`config.mk`:
```
export PLATFORM = sky130hd
export DESIGN_NAME = branch_or_shift_exec_unit
export DESIGN_NICKNAME = d
export VERILOG_FILES = /design/src/common/branch_shift_pkg.sv /design/src/verilog/branch_or_shift_exec_unit.sv /design/src/verilog/exec_alu.sv /design/src/verilog/prog_counter_unit.sv
export SDC_FILE = /design/constraint.sdc
export NUM_CORES = 2
export LEC_CHECK = 0
export ABC_CLOCK_PERIOD_IN_PS = 37200
export BUFFER_PORTS_ARGS = -buffer_cell sky130_fd_sc_hd__buf_2
export CAP_MARGIN = 20
export CORE_MARGIN = 3
export CORE_UTILIZATION = 35
export DETAILED_ROUTE_END_ITERATION = 8
export SLEW_MARGIN = 10
export SYNTH_ARGS = -nofsm -noshare
export SYNTH_HDL_FRONTEND = slang
export SYNTH_SLANG_ARGS = --single-unit
```
`constraint.sdc`:
```
create_clock -name ref_clk -period 37.2 [get_ports ref_clk]
set_input_delay 3.72 -clock ref_clk [delete_from_list [all_inputs] [get_ports ref_clk]]
set_output_delay 3.72 -clock ref_clk [all_outputs]
set_load 0.01 [all_outputs]
```
`src/common/branch_shift_pkg.sv`:
```
// Functional notes
// RL1: absolute jump loads the 11-bit literal into program counter bits 10:0.
// RL2: absolute jump fills program counter bits 14:11 from upper jump latch bits 6:3.
// RL3: absolute jump takes two cycles and leaves every status flag untouched.
// RL4: or literal ORs accumulator with 8-bit literal, result to accumulator, null flag.
// RL5: increment adds one to the indexed register, routes by target select, null flag.
// RL6: or file ORs accumulator with register; target 0 accumulator, 1 register; null flag.
// RL7: left shift: bit 7 to shift-out flag, bits 6:0 up, zero into bit 0.
// RL8: right shift: zero into bit 7, bits 7:1 down, bit 0 to shift-out flag.
// RL9: null flag is set when the 8-bit result is zero, cleared otherwise.
// RL10: or, increment and shifts finish in one cycle; program counter then advances by one.
package branch_shift_pkg;
    localparam int DATA_W     = 32;
    localparam int ADDR_W     = 8;
    localparam int BYTE_W     = 8;
    localparam int PC_W       = 15;
    localparam int LIT_W      = 11;
    localparam int IDX_W      = 7;
    localparam int LATCH_W    = 7;
    localparam int OPC_W      = 3;
    localparam int INSTR_W    = 16;
    localparam int FILE_DEPTH = 128;

    // register offsets (byte addresses)
    localparam logic [ADDR_W-1:0] OFF_INSTR   = 8'h00;
    localparam logic [ADDR_W-1:0] OFF_ACC     = 8'h04;
    localparam logic [ADDR_W-1:0] OFF_LATCH   = 8'h08;
    localparam logic [ADDR_W-1:0] OFF_FIDX    = 8'h0C;
    localparam logic [ADDR_W-1:0] OFF_FDATA   = 8'h10;
    localparam logic [ADDR_W-1:0] OFF_STATUS  = 8'h14;
    localparam logic [ADDR_W-1:0] OFF_PC      = 8'h18;

    // instruction word fields
    localparam int INSTR_LIT_LSB = 0;
    localparam int INSTR_TGT_BIT = 12;
    localparam int INSTR_OPC_LSB = 13;

    // operation codes
    localparam logic [OPC_W-1:0] OPC_JUMP    = 3'h0;
    localparam logic [OPC_W-1:0] OPC_OR_LIT  = 3'h1;
    localparam logic [OPC_W-1:0] OPC_INC     = 3'h2;
    localparam logic [OPC_W-1:0] OPC_OR_FILE = 3'h3;
    localparam logic [OPC_W-1:0] OPC_SHL     = 3'h4;
    localparam logic [OPC_W-1:0] OPC_SHR     = 3'h5;

    // result target select
    localparam logic TGT_ACC  = 1'b0;
    localparam logic TGT_FILE = 1'b1;

    // status register bits
    localparam int STAT_NULL_BIT  = 0;
    localparam int STAT_SHIFT_BIT = 1;
    localparam int STAT_BUSY_BIT  = 2;

    // latch bits that feed the top of the program counter
    localparam int LATCH_JUMP_MSB = 6;
    localparam int LATCH_JUMP_LSB = 3;

    // reset values
    localparam logic [BYTE_W-1:0]  RST_ACC   = 8'h00;
    localparam logic [BYTE_W-1:0]  RST_FILE  = 8'h00;
    localparam logic [LATCH_W-1:0] RST_LATCH = 7'h00;
    localparam logic [IDX_W-1:0]   RST_FIDX  = 7'h00;
    localparam logic [PC_W-1:0]    RST_PC    = 15'h0000;
    localparam logic [INSTR_W-1:0] RST_INSTR = 16'h0000;

    // timing
    localparam int JUMP_CYCLES = 2;
endpackage

```
`src/verilog/branch_or_shift_exec_unit.sv`:
```
`timescale 1ns/10ps
module branch_or_shift_exec_unit
(
    // clock and reset
    input  wire logic                                ref_clk,
    input  wire logic                                reset,
    input  wire logic                                clkEn,
    // apb slave
    input  wire logic                                psel,
    input  wire logic                                penable,
    input  wire logic                                pwrite,
    input  wire logic [branch_shift_pkg::ADDR_W-1:0] paddr,
    input  wire logic [branch_shift_pkg::DATA_W-1:0] pwdata,
    output logic      [branch_shift_pkg::DATA_W-1:0] prdata,
    output logic                                     pready,
    output logic                                     pslverr,
    // core state
    output logic      [branch_shift_pkg::PC_W-1:0]   progCounter,
    output logic      [branch_shift_pkg::BYTE_W-1:0] accumulator,
    output logic                                     resultNullFlag,
    output logic                                     shiftOutFlag,
    output logic                                     execBusy
);
    typedef enum logic {EXEC_IDLE, EXEC_JUMP_LOAD} exec_state_e;

    exec_state_e                              state_ff;
    exec_state_e                              nxt_state;
    logic [branch_shift_pkg::BYTE_W-1:0]      acc_ff;
    logic [branch_shift_pkg::BYTE_W-1:0]      nxt_acc;
    logic [branch_shift_pkg::LATCH_W-1:0]     latch_ff;
    logic [branch_shift_pkg::LATCH_W-1:0]     nxt_latch;
    logic [branch_shift_pkg::IDX_W-1:0]       fileIdx_ff;
    logic [branch_shift_pkg::IDX_W-1:0]       nxt_fileIdx;
    logic [branch_shift_pkg::INSTR_W-1:0]     instr_ff;
    logic [branch_shift_pkg::INSTR_W-1:0]     nxt_instr;
    logic [branch_shift_pkg::PC_W-1:0]        jumpTarget_ff;
    logic [branch_shift_pkg::PC_W-1:0]        nxt_jumpTarget;
    logic                                     null_ff;
    logic                                     nxt_null;
    logic                                     shift_ff;
    logic                                     nxt_shift;
    logic                                     busy_ff;
    logic                                     nxt_busy;
    logic [branch_shift_pkg::BYTE_W-1:0]      file_ff [branch_shift_pkg::FILE_DEPTH];
    logic                                     fileWe;
    logic [branch_shift_pkg::IDX_W-1:0]       fileWeIdx;
    logic [branch_shift_pkg::BYTE_W-1:0]      fileWeData;
    logic [branch_shift_pkg::DATA_W-1:0]      prdata_ff;
    logic [branch_shift_pkg::DATA_W-1:0]      nxt_prdata;
    logic                                     pready_ff;
    logic                                     nxt_pready;
    logic                                     pslverr_ff;
    logic                                     nxt_pslverr;

    // decoded apb and instruction fields
    logic                                     wrDone;
    logic                                     mapped;
    logic [branch_shift_pkg::OPC_W-1:0]       opcode;
    logic                                     opcodeLegal;
    logic                                     target;
    logic [branch_shift_pkg::LIT_W-1:0]       literal11;
    logic [branch_shift_pkg::IDX_W-1:0]       instrIdx;
    logic                                     launch;
    logic                                     launchJump;
    logic                                     launchOne;
    logic [branch_shift_pkg::BYTE_W-1:0]      operand;
    logic [branch_shift_pkg::BYTE_W-1:0]      aluResult;
    logic                                     aluZero;
    logic                                     aluShift;
    logic                                     isShift;
    logic                                     toFile;
    logic [branch_shift_pkg::DATA_W-1:0]      readMux;
    logic [branch_shift_pkg::PC_W-1:0]        pcValue;

    // a write only takes effect at the access edge where pready is already high
    assign wrDone = psel & penable & pready_ff & pwrite;

    assign opcode    = pwdata[branch_shift_pkg::INSTR_OPC_LSB +: branch_shift_pkg::OPC_W];
    assign target    = pwdata[branch_shift_pkg::INSTR_TGT_BIT];
    assign literal11 = pwdata[branch_shift_pkg::INSTR_LIT_LSB +: branch_shift_pkg::LIT_W];
    assign instrIdx  = pwdata[branch_shift_pkg::INSTR_LIT_LSB +: branch_shift_pkg::IDX_W];
    assign opcodeLegal = (opcode <= branch_shift_pkg::OPC_SHR);

    assign launch     = wrDone & (paddr == branch_shift_pkg::OFF_INSTR) & opcodeLegal;
    assign launchJump = launch & (opcode == branch_shift_pkg::OPC_JUMP);
    assign launchOne  = launch & (opcode != branch_shift_pkg::OPC_JUMP);
    assign isShift    = (opcode == branch_shift_pkg::OPC_SHL) |
                        (opcode == branch_shift_pkg::OPC_SHR);
    // or-literal always lands in the accumulator, whatever the target bit says
    assign toFile     = (opcode != branch_shift_pkg::OPC_OR_LIT) &
                        (target == branch_shift_pkg::TGT_FILE);
    assign operand    = file_ff[instrIdx];

    exec_alu u_alu
    (
        .opcode     (opcode),
        .accIn      (acc_ff),
        .fileIn     (operand),
        .literal    (pwdata[7:0]),
        .result     (aluResult),
        .resultZero (aluZero),
        .shiftBit   (aluShift)
    );

    prog_counter_unit u_pc
    (
        .ref_clk    (ref_clk),
        .reset      (reset),
        .clkEn      (clkEn),
        .advance    (launchOne),                                              // [RL10]
        .load       (state_ff == EXEC_JUMP_LOAD),                             // [RL3]
        .loadValue  (jumpTarget_ff),
        .pc_ff      (pcValue)
    );

    // execution sequencing
    always_comb
    begin
        nxt_state      = state_ff;
        nxt_jumpTarget = jumpTarget_ff;
        unique case (state_ff)
            EXEC_IDLE:
            begin
                if (launchJump)
                begin
                    nxt_jumpTarget = {latch_ff[branch_shift_pkg::LATCH_JUMP_MSB:
                                               branch_shift_pkg::LATCH_JUMP_LSB],  // [RL2]
                                      literal11};                                 // [RL1]
                    nxt_state      = EXEC_JUMP_LOAD;                              // [RL3]
                end
            end
            EXEC_JUMP_LOAD:
            begin
                nxt_state = EXEC_IDLE;
            end
        endcase
        nxt_busy = (nxt_state == EXEC_JUMP_LOAD);
    end

    always_ff @(posedge ref_clk or posedge reset)
    begin
        if (reset)
        begin
            state_ff      <= EXEC_IDLE;
            jumpTarget_ff <= branch_shift_pkg::RST_PC;
            busy_ff       <= 1'b0;
        end
        else if (clkEn)
        begin
            state_ff      <= nxt_state;
            jumpTarget_ff <= nxt_jumpTarget;
            busy_ff       <= nxt_busy;
        end
    end

    // accumulator, latch, index, instruction and flags
    always_comb
    begin
        nxt_acc     = acc_ff;
        nxt_latch   = latch_ff;
        nxt_fileIdx = fileIdx_ff;
        nxt_instr   = instr_ff;
        nxt_null    = null_ff;
        nxt_shift   = shift_ff;
        if (wrDone)
        begin
            unique case (paddr)
                branch_shift_pkg::OFF_ACC:   nxt_acc     = pwdata[7:0];
                branch_shift_pkg::OFF_LATCH: nxt_latch   = pwdata[6:0];
                branch_shift_pkg::OFF_FIDX:  nxt_fileIdx = pwdata[6:0];
                branch_shift_pkg::OFF_STATUS:
                begin
                    nxt_null  = pwdata[branch_shift_pkg::STAT_NULL_BIT];
                    nxt_shift = pwdata[branch_shift_pkg::STAT_SHIFT_BIT];
                end
                default:                     nxt_acc     = acc_ff;
            endcase
        end
        if (launch)
        begin
            nxt_instr = pwdata[branch_shift_pkg::INSTR_W-1:0];
        end
        // the jump touches no flag; only single-cycle operations land here
        if (launchOne)                                                        // [RL3]
        begin
            nxt_null = aluZero;                                               // [RL9]
            if (isShift)
            begin
                nxt_shift = aluShift;                                         // [RL7] [RL8]
            end
            if (!toFile)
            begin
                nxt_acc = aluResult;                                          // [RL4] [RL6]
            end
        end
    end

    always_ff @(posedge ref_clk or posedge reset)
    begin
        if (reset)
        begin
            acc_ff     <= branch_shift_pkg::RST_ACC;
            latch_ff   <= branch_shift_pkg::RST_LATCH;
            fileIdx_ff <= branch_shift_pkg::RST_FIDX;
            instr_ff   <= branch_shift_pkg::RST_INSTR;
            null_ff    <= 1'b0;
            shift_ff   <= 1'b0;
        end
        else if (clkEn)
        begin
            acc_ff     <= nxt_acc;
            latch_ff   <= nxt_latch;
            fileIdx_ff <= nxt_fileIdx;
            instr_ff   <= nxt_instr;
            null_ff    <= nxt_null;
            shift_ff   <= nxt_shift;
        end
    end

    // register file: one write port shared by software and execution
    always_comb
    begin
        fileWe     = 1'b0;
        fileWeIdx  = fileIdx_ff;
        fileWeData = pwdata[7:0];
        if (wrDone & (paddr == branch_shift_pkg::OFF_FDATA))
        begin
            fileWe = 1'b1;
        end
        else if (launchOne & toFile)
        begin
            fileWe     = 1'b1;                                                // [RL5] [RL6]
            fileWeIdx  = instrIdx;
            fileWeData = aluResult;
        end
    end

    always_ff @(posedge ref_clk or posedge reset)
    begin
        if (reset)
        begin
            for (int i = 0; i < branch_shift_pkg::FILE_DEPTH; i++)
            begin
                file_ff[i] <= branch_shift_pkg::RST_FILE;
            end
        end
        else if (clkEn & fileWe)
        begin
            file_ff[fileWeIdx] <= fileWeData;
        end
    end

    // apb answer: read data is captured at the same edge that pready rises
    always_comb
    begin
        readMux = '0;
        mapped  = 1'b1;
        unique case (paddr)
            branch_shift_pkg::OFF_INSTR:  readMux[15:0] = instr_ff;
            branch_shift_pkg::OFF_ACC:    readMux[7:0]  = acc_ff;
            branch_shift_pkg::OFF_LATCH:  readMux[6:0]  = latch_ff;
            branch_shift_pkg::OFF_FIDX:   readMux[6:0]  = fileIdx_ff;
            branch_shift_pkg::OFF_FDATA:  readMux[7:0]  = file_ff[fileIdx_ff];
            branch_shift_pkg::OFF_STATUS:
            begin
                readMux[branch_shift_pkg::STAT_NULL_BIT]  = null_ff;
                readMux[branch_shift_pkg::STAT_SHIFT_BIT] = shift_ff;
                readMux[branch_shift_pkg::STAT_BUSY_BIT]  = busy_ff;
            end
            branch_shift_pkg::OFF_PC:     readMux[14:0] = pcValue;
            default:                      mapped        = 1'b0;
        endcase
    end

    // wait states while a jump is still loading keep the next write from overtaking it
    always_comb
    begin
        nxt_pready  = psel & ~pready_ff & ~busy_ff;
        nxt_prdata  = prdata_ff;
        nxt_pslverr = 1'b0;
        if (nxt_pready)
        begin
            nxt_prdata  = pwrite ? '0 : readMux;
            nxt_pslverr = ~mapped |
                          (pwrite & (paddr == branch_shift_pkg::OFF_INSTR) & ~opcodeLegal) |
                          (pwrite & (paddr == branch_shift_pkg::OFF_PC));
        end
    end

    always_ff @(posedge ref_clk or posedge reset)
    begin
        if (reset)
        begin
            prdata_ff  <= '0;
            pready_ff  <= 1'b0;
            pslverr_ff <= 1'b0;
        end
        else if (clkEn)
        begin
            prdata_ff  <= nxt_prdata;
            pready_ff  <= nxt_pready;
            pslverr_ff <= nxt_pslverr;
        end
    end

    assign prdata         = prdata_ff;
    assign pready         = pready_ff;
    assign pslverr        = pslverr_ff;
    assign progCounter    = pcValue;
    assign accumulator    = acc_ff;
    assign resultNullFlag = null_ff;
    assign shiftOutFlag   = shift_ff;
    assign execBusy       = busy_ff;
endmodule

```
`src/verilog/exec_alu.sv`:
```
`timescale 1ns/10ps
module exec_alu
(
    // operation select
    input  wire logic [2:0] opcode,
    // operands
    input  wire logic [7:0] accIn,
    input  wire logic [7:0] fileIn,
    input  wire logic [7:0] literal,
    // results
    output logic      [7:0] result,
    output logic            resultZero,
    output logic            shiftBit
);
    always_comb
    begin
        result   = fileIn;
        shiftBit = 1'b0;
        case (opcode)
            branch_shift_pkg::OPC_OR_LIT:  result = accIn | literal;          // [RL4]
            branch_shift_pkg::OPC_INC:     result = fileIn + 8'h01;           // [RL5]
            branch_shift_pkg::OPC_OR_FILE: result = accIn | fileIn;           // [RL6]
            branch_shift_pkg::OPC_SHL:
            begin
                result   = {fileIn[6:0], 1'b0};                               // [RL7]
                shiftBit = fileIn[7];                                         // [RL7]
            end
            branch_shift_pkg::OPC_SHR:
            begin
                result   = {1'b0, fileIn[7:1]};                               // [RL8]
                shiftBit = fileIn[0];                                         // [RL8]
            end
            default:     result = fileIn;
        endcase
        resultZero = (result == 8'h00);                                       // [RL9]
    end
endmodule

```
`src/verilog/prog_counter_unit.sv`:
```
`timescale 1ns/10ps
module prog_counter_unit
(
    // clock and reset
    input  wire logic                              ref_clk,
    input  wire logic                              reset,
    input  wire logic                              clkEn,
    // control
    input  wire logic                              advance,
    input  wire logic                              load,
    input  wire logic [branch_shift_pkg::PC_W-1:0] loadValue,
    // state
    output logic      [branch_shift_pkg::PC_W-1:0] pc_ff
);
    logic [branch_shift_pkg::PC_W-1:0] nxt_pc;

    always_comb
    begin
        nxt_pc = pc_ff;
        if (load)
        begin
            nxt_pc = loadValue;
        end
        else if (advance)
        begin
            nxt_pc = pc_ff + 15'h0001;                                        // [RL10]
        end
    end

    always_ff @(posedge ref_clk or posedge reset)
    begin
        if (reset)
        begin
            pc_ff <= branch_shift_pkg::RST_PC;
        end
        else if (clkEn)
        begin
            pc_ff <= nxt_pc;
        end
    end
endmodule

```
==> results.sh <==
export IMPL_grt_max_degree=164
export IMPL_cpPeakStageDelay_ns=0.78
export IMPL_maxSlewViolCount=0
export IMPL_drive_gt1_share_pct=44.7
export IMPL_setup_violations_final=0
export IMPL_hp_start="prdata[9]"
export IMPL_grt_pass1_vias=41200
export IMPL_rsz0062_at_grt="false"
export IMPL_layout_min_cycle_time_ns=10.91
export IMPL_wire_per_inst_um=30.1
export IMPL_fp_row_count=153
export IMPL_layout_common_cells="dfrtp_1, mux2_2, mux4_2, mux2i_1, nor2_1"
export IMPL_grt_usage_pct=22.6
export IMPL_clock_sinks=1113
export IMPL_power_w=0.00263
export IMPL_ir_worst_vdd_uv=43.4
export IMPL_cpLargestDelayFamily="buffers and inverters"
export IMPL_ys_types=94
export IMPL_path_clk_slew_ns=0.06
export IMPL_first_pass_iters=7
export IMPL_synth_area_per_cell_um2=13.9
export IMPL_cts_buffers_inserted=121
export IMPL_gp_congestion=0.908
export IMPL_worst_pin_slew_ns=1.28
export IMPL_root_buffer="clkbuf_16"
export IMPL_grt_antenna_before_repair=11
export IMPL_min_path_type="reg2reg"
export IMPL_fin_skew_ns=0.0708
export IMPL_status="finished, final reports clean"
export IMPL_yosys_warnings=0
export IMPL_final_hold_violation_count=0
export IMPL_final_common_cell="dfrtp_1"
export IMPL_cpMaxStageDelayCell="buf_4"
export IMPL_synth_edff_count=0
export IMPL_ys_seq_elements=1113
export IMPL_io_pins=106
export IMPL_slew_headroom_pct=13.8
export IMPL_core_area_mm2=0.174
export IMPL_rr_worst_depth=15
export IMPL_fmax_mhz=91.7
export IMPL_via_per_inst=6.09
export IMPL_crit_chain="buf_8, buf_4, buf_4, buf_4, mux2i_1, a22oi_1, a21oi_1, o31ai_1, o311a_2, ha_1, inv_1, a2111o_1, nor3_1, o221ai_1, a22oi_1, mux2_4, buf_4, mux2_2"
export IMPL_crit_required_ns=37.85
export IMPL_routed_wirelength_mm=205
export IMPL_start_util_pct=35.3
export IMPL_path_buf_inv=6
export IMPL_hold_depth=2
export IMPL_die_x_um=425
export IMPL_maxCapViolations=0
export IMPL_timing_rr_start="file_ff[464]"
export IMPL_nets=4431
export IMPL_dieHeight_um=425
export IMPL_ant_nets=0
export IMPL_fillerInstances=16200
export IMPL_clockBufferDepth=3
export IMPL_synthCells=4409
export IMPL_drc_errors=0
export IMPL_hold_path_end="prdata[9]"
export IMPL_ctsResizeCount=0
export IMPL_worstPathMaxFanout=65
export IMPL_holdBufCountCts=0
export IMPL_die_area_mm2=0.180
export IMPL_hpwlAfterDp_mm=133
export IMPL_fin_setup_tns_ns=0
export IMPL_cts_tree="built"
export IMPL_synth_area_mm2=0.0613
export IMPL_reg2reg_to="file_ff[980]"
export IMPL_end_kind="flip-flop"
export IMPL_grt_pass1_wl_mm=301
export IMPL_vias=41500
export IMPL_ys_flop_type="dfrtp_1"
export IMPL_seq_area_frac_synth_pct=45.4
export IMPL_cp_start_kind="input port"
export IMPL_critPathMostFrequentCell="buf_4"
export IMPL_timing_final_crit_share_pct=29.3
export IMPL_htree_levels=3
export IMPL_grt_ovfl_total=0
export IMPL_pwr_density_cell_mw_per_mm2=38.5
export IMPL_worstSetupPathType="in2reg"
export IMPL_post_cts_buffers=0
export IMPL_syn_to_final_growth_pct=11.3
export IMPL_drt_iter0_drc=5228
export IMPL_clk_latency_ns=0.78
export IMPL_async_flop_share_pct=100
export IMPL_p_leak_nw=30.1
export IMPL_port_buffers=73
export IMPL_r2r_slack_ns=31.09
export IMPL_cp_arrival_ns=11.56
synthesized netlist by cell type (19+ instances only):
cell type  number  area, um^2
a21oi_1       178         891
a22oi_1        86         646
and2_1         19         119
buf_1          62         233
buf_2          49         245
buf_4          33         248
buf_6          49         552
clkbuf_1      194         728
dfrtp_1      1113       27900
inv_1          20        75.1
mux2_2        947       10700
mux2_4         22         330
mux2i_1       216        2160
mux4_2        492       11100
nand2_1       175         657
nand3_1        49         245
nor2_1        194         728
nor2b_1        19         119
nor3_1         28         140
nor3_2         39         390
nor4_2         23         288
o21ai_0       105         526
per-stage QoR:
| stage | cells | setup WS, ns | instance area [um^2] | hold slack (ns) | util, % |
|---|---|---|---|---|---|
| floorplan | 4424 | 2.14 | 61400 | 0.461 | - |
| global placement | 6572 | 25.82 | 64000 | 0.463 | 36.8 |
| detailed placement | 6579 | 25.80 | 64000 | 0.467 | 36.8 |
| CTS | 6807 | 26.55 | 68200 | 0.480 | 39.2 |
| global route | 6816 | 26.02 | 68300 | 0.504 | 39.2 |
| finish | 6817 | 26.29 | 68300 | 0.476 | 39.2 |
worst max-delay path by stage:
stage                   start              to  slack (ns)  cells past startpoint
floorplan               reset  accumulator[0]        2.14                      1
global placement    pwdata[0]    file_ff[868]       25.82                     18
detailed placement  pwdata[0]    file_ff[980]       25.80                     18
CTS                 pwdata[0]    file_ff[980]       26.55                     18
global route        pwdata[0]    file_ff[980]       26.02                     18
finish              pwdata[0]    file_ff[980]       26.29                     18
per-layer routing:
layer / routed length (um) / vias to the layer above / GRT usage [%]
met5: 23 / - / 0
met4: 9770 / 4 / 9.80
li1: - / 16900 / -
met2: 91900 / 1860 / 34.1
met1: 86400 / 22300 / 31.2
met3: 17200 / 439 / 5.05
area by class of cell:
| type | count | area, um^2 | area share [%] |
|---|---|---|---|
| Antenna cell | 4 | 10.0 | 0.0147 |
| Clock inverter | 48 | 638 | 0.935 |
| Sequential cell | 1113 | 27900 | 40.8 |
| Timing Repair Buffer | 235 | 1760 | 2.58 |
| Tap cell | 2325 | 2910 | 4.26 |
| Clock buffer | 180 | 3510 | 5.14 |
| Multi-Input combinational cell | 2890 | 31500 | 46.1 |
| Inverter | 22 | 90.1 | 0.132 |
cells by family (layout without fill, tap and decap cells):
group           count (synthesis)  in the layout  synth area share [%]
compound gates                557            557                  5.90
fa+ha+maj                       2              2                0.0408
buf+inv                       421            485                  3.69
flops                        1113           1113                  45.4
mux                          1678           1678                  39.6
other cells                     1             20               0.00611
simple gates                  637            637                  5.41
report_power, final:
part | switching [W] | total, W | internal [W] | leakage, nW
sequential | 0.00000104 | 0.00121 | 0.00121 | 15.5
combinational | 0.000118 | 0.000154 | 0.0000356 | 12.5
clock | 0.000527 | 0.00126 | 0.000736 | 2.03
total | 0.000646 | 0.00263 | 0.00198 | 30.1
state kept, by name, summed over array words and instances, names as in the netlist:
| name | count |
|---|---|
| accumulator | 8 |
| execBusy | 1 |
| fileIdx_ff | 7 |
| file_ff | 1024 |
| instr_ff | 16 |
| jumpTarget_ff | 15 |
| latch_ff | 7 |
| prdata | 16 |
| pready | 1 |
| pslverr | 1 |
| resultNullFlag | 1 |
| shiftOutFlag | 1 |
| u_pc.pc_ff | 15 |
worst reg2reg max path, stage by stage (launching register included):
cell	delay [ns]
dfrtp_1	0.36
mux2i_1	0.11
a221oi_1	0.55
a221oi_1	0.21
a2111oi_2	0.95
nor4_2	0.26
inv_1	0.14
ha_1	0.27
inv_1	0.07
a2111o_1	0.45
nor3_1	0.28
o221ai_1	0.15
a22oi_1	0.31
mux2_4	0.74
buf_4	0.78
mux2_2	0.35
Note: power is estimated with default switching activity, not from simulation.
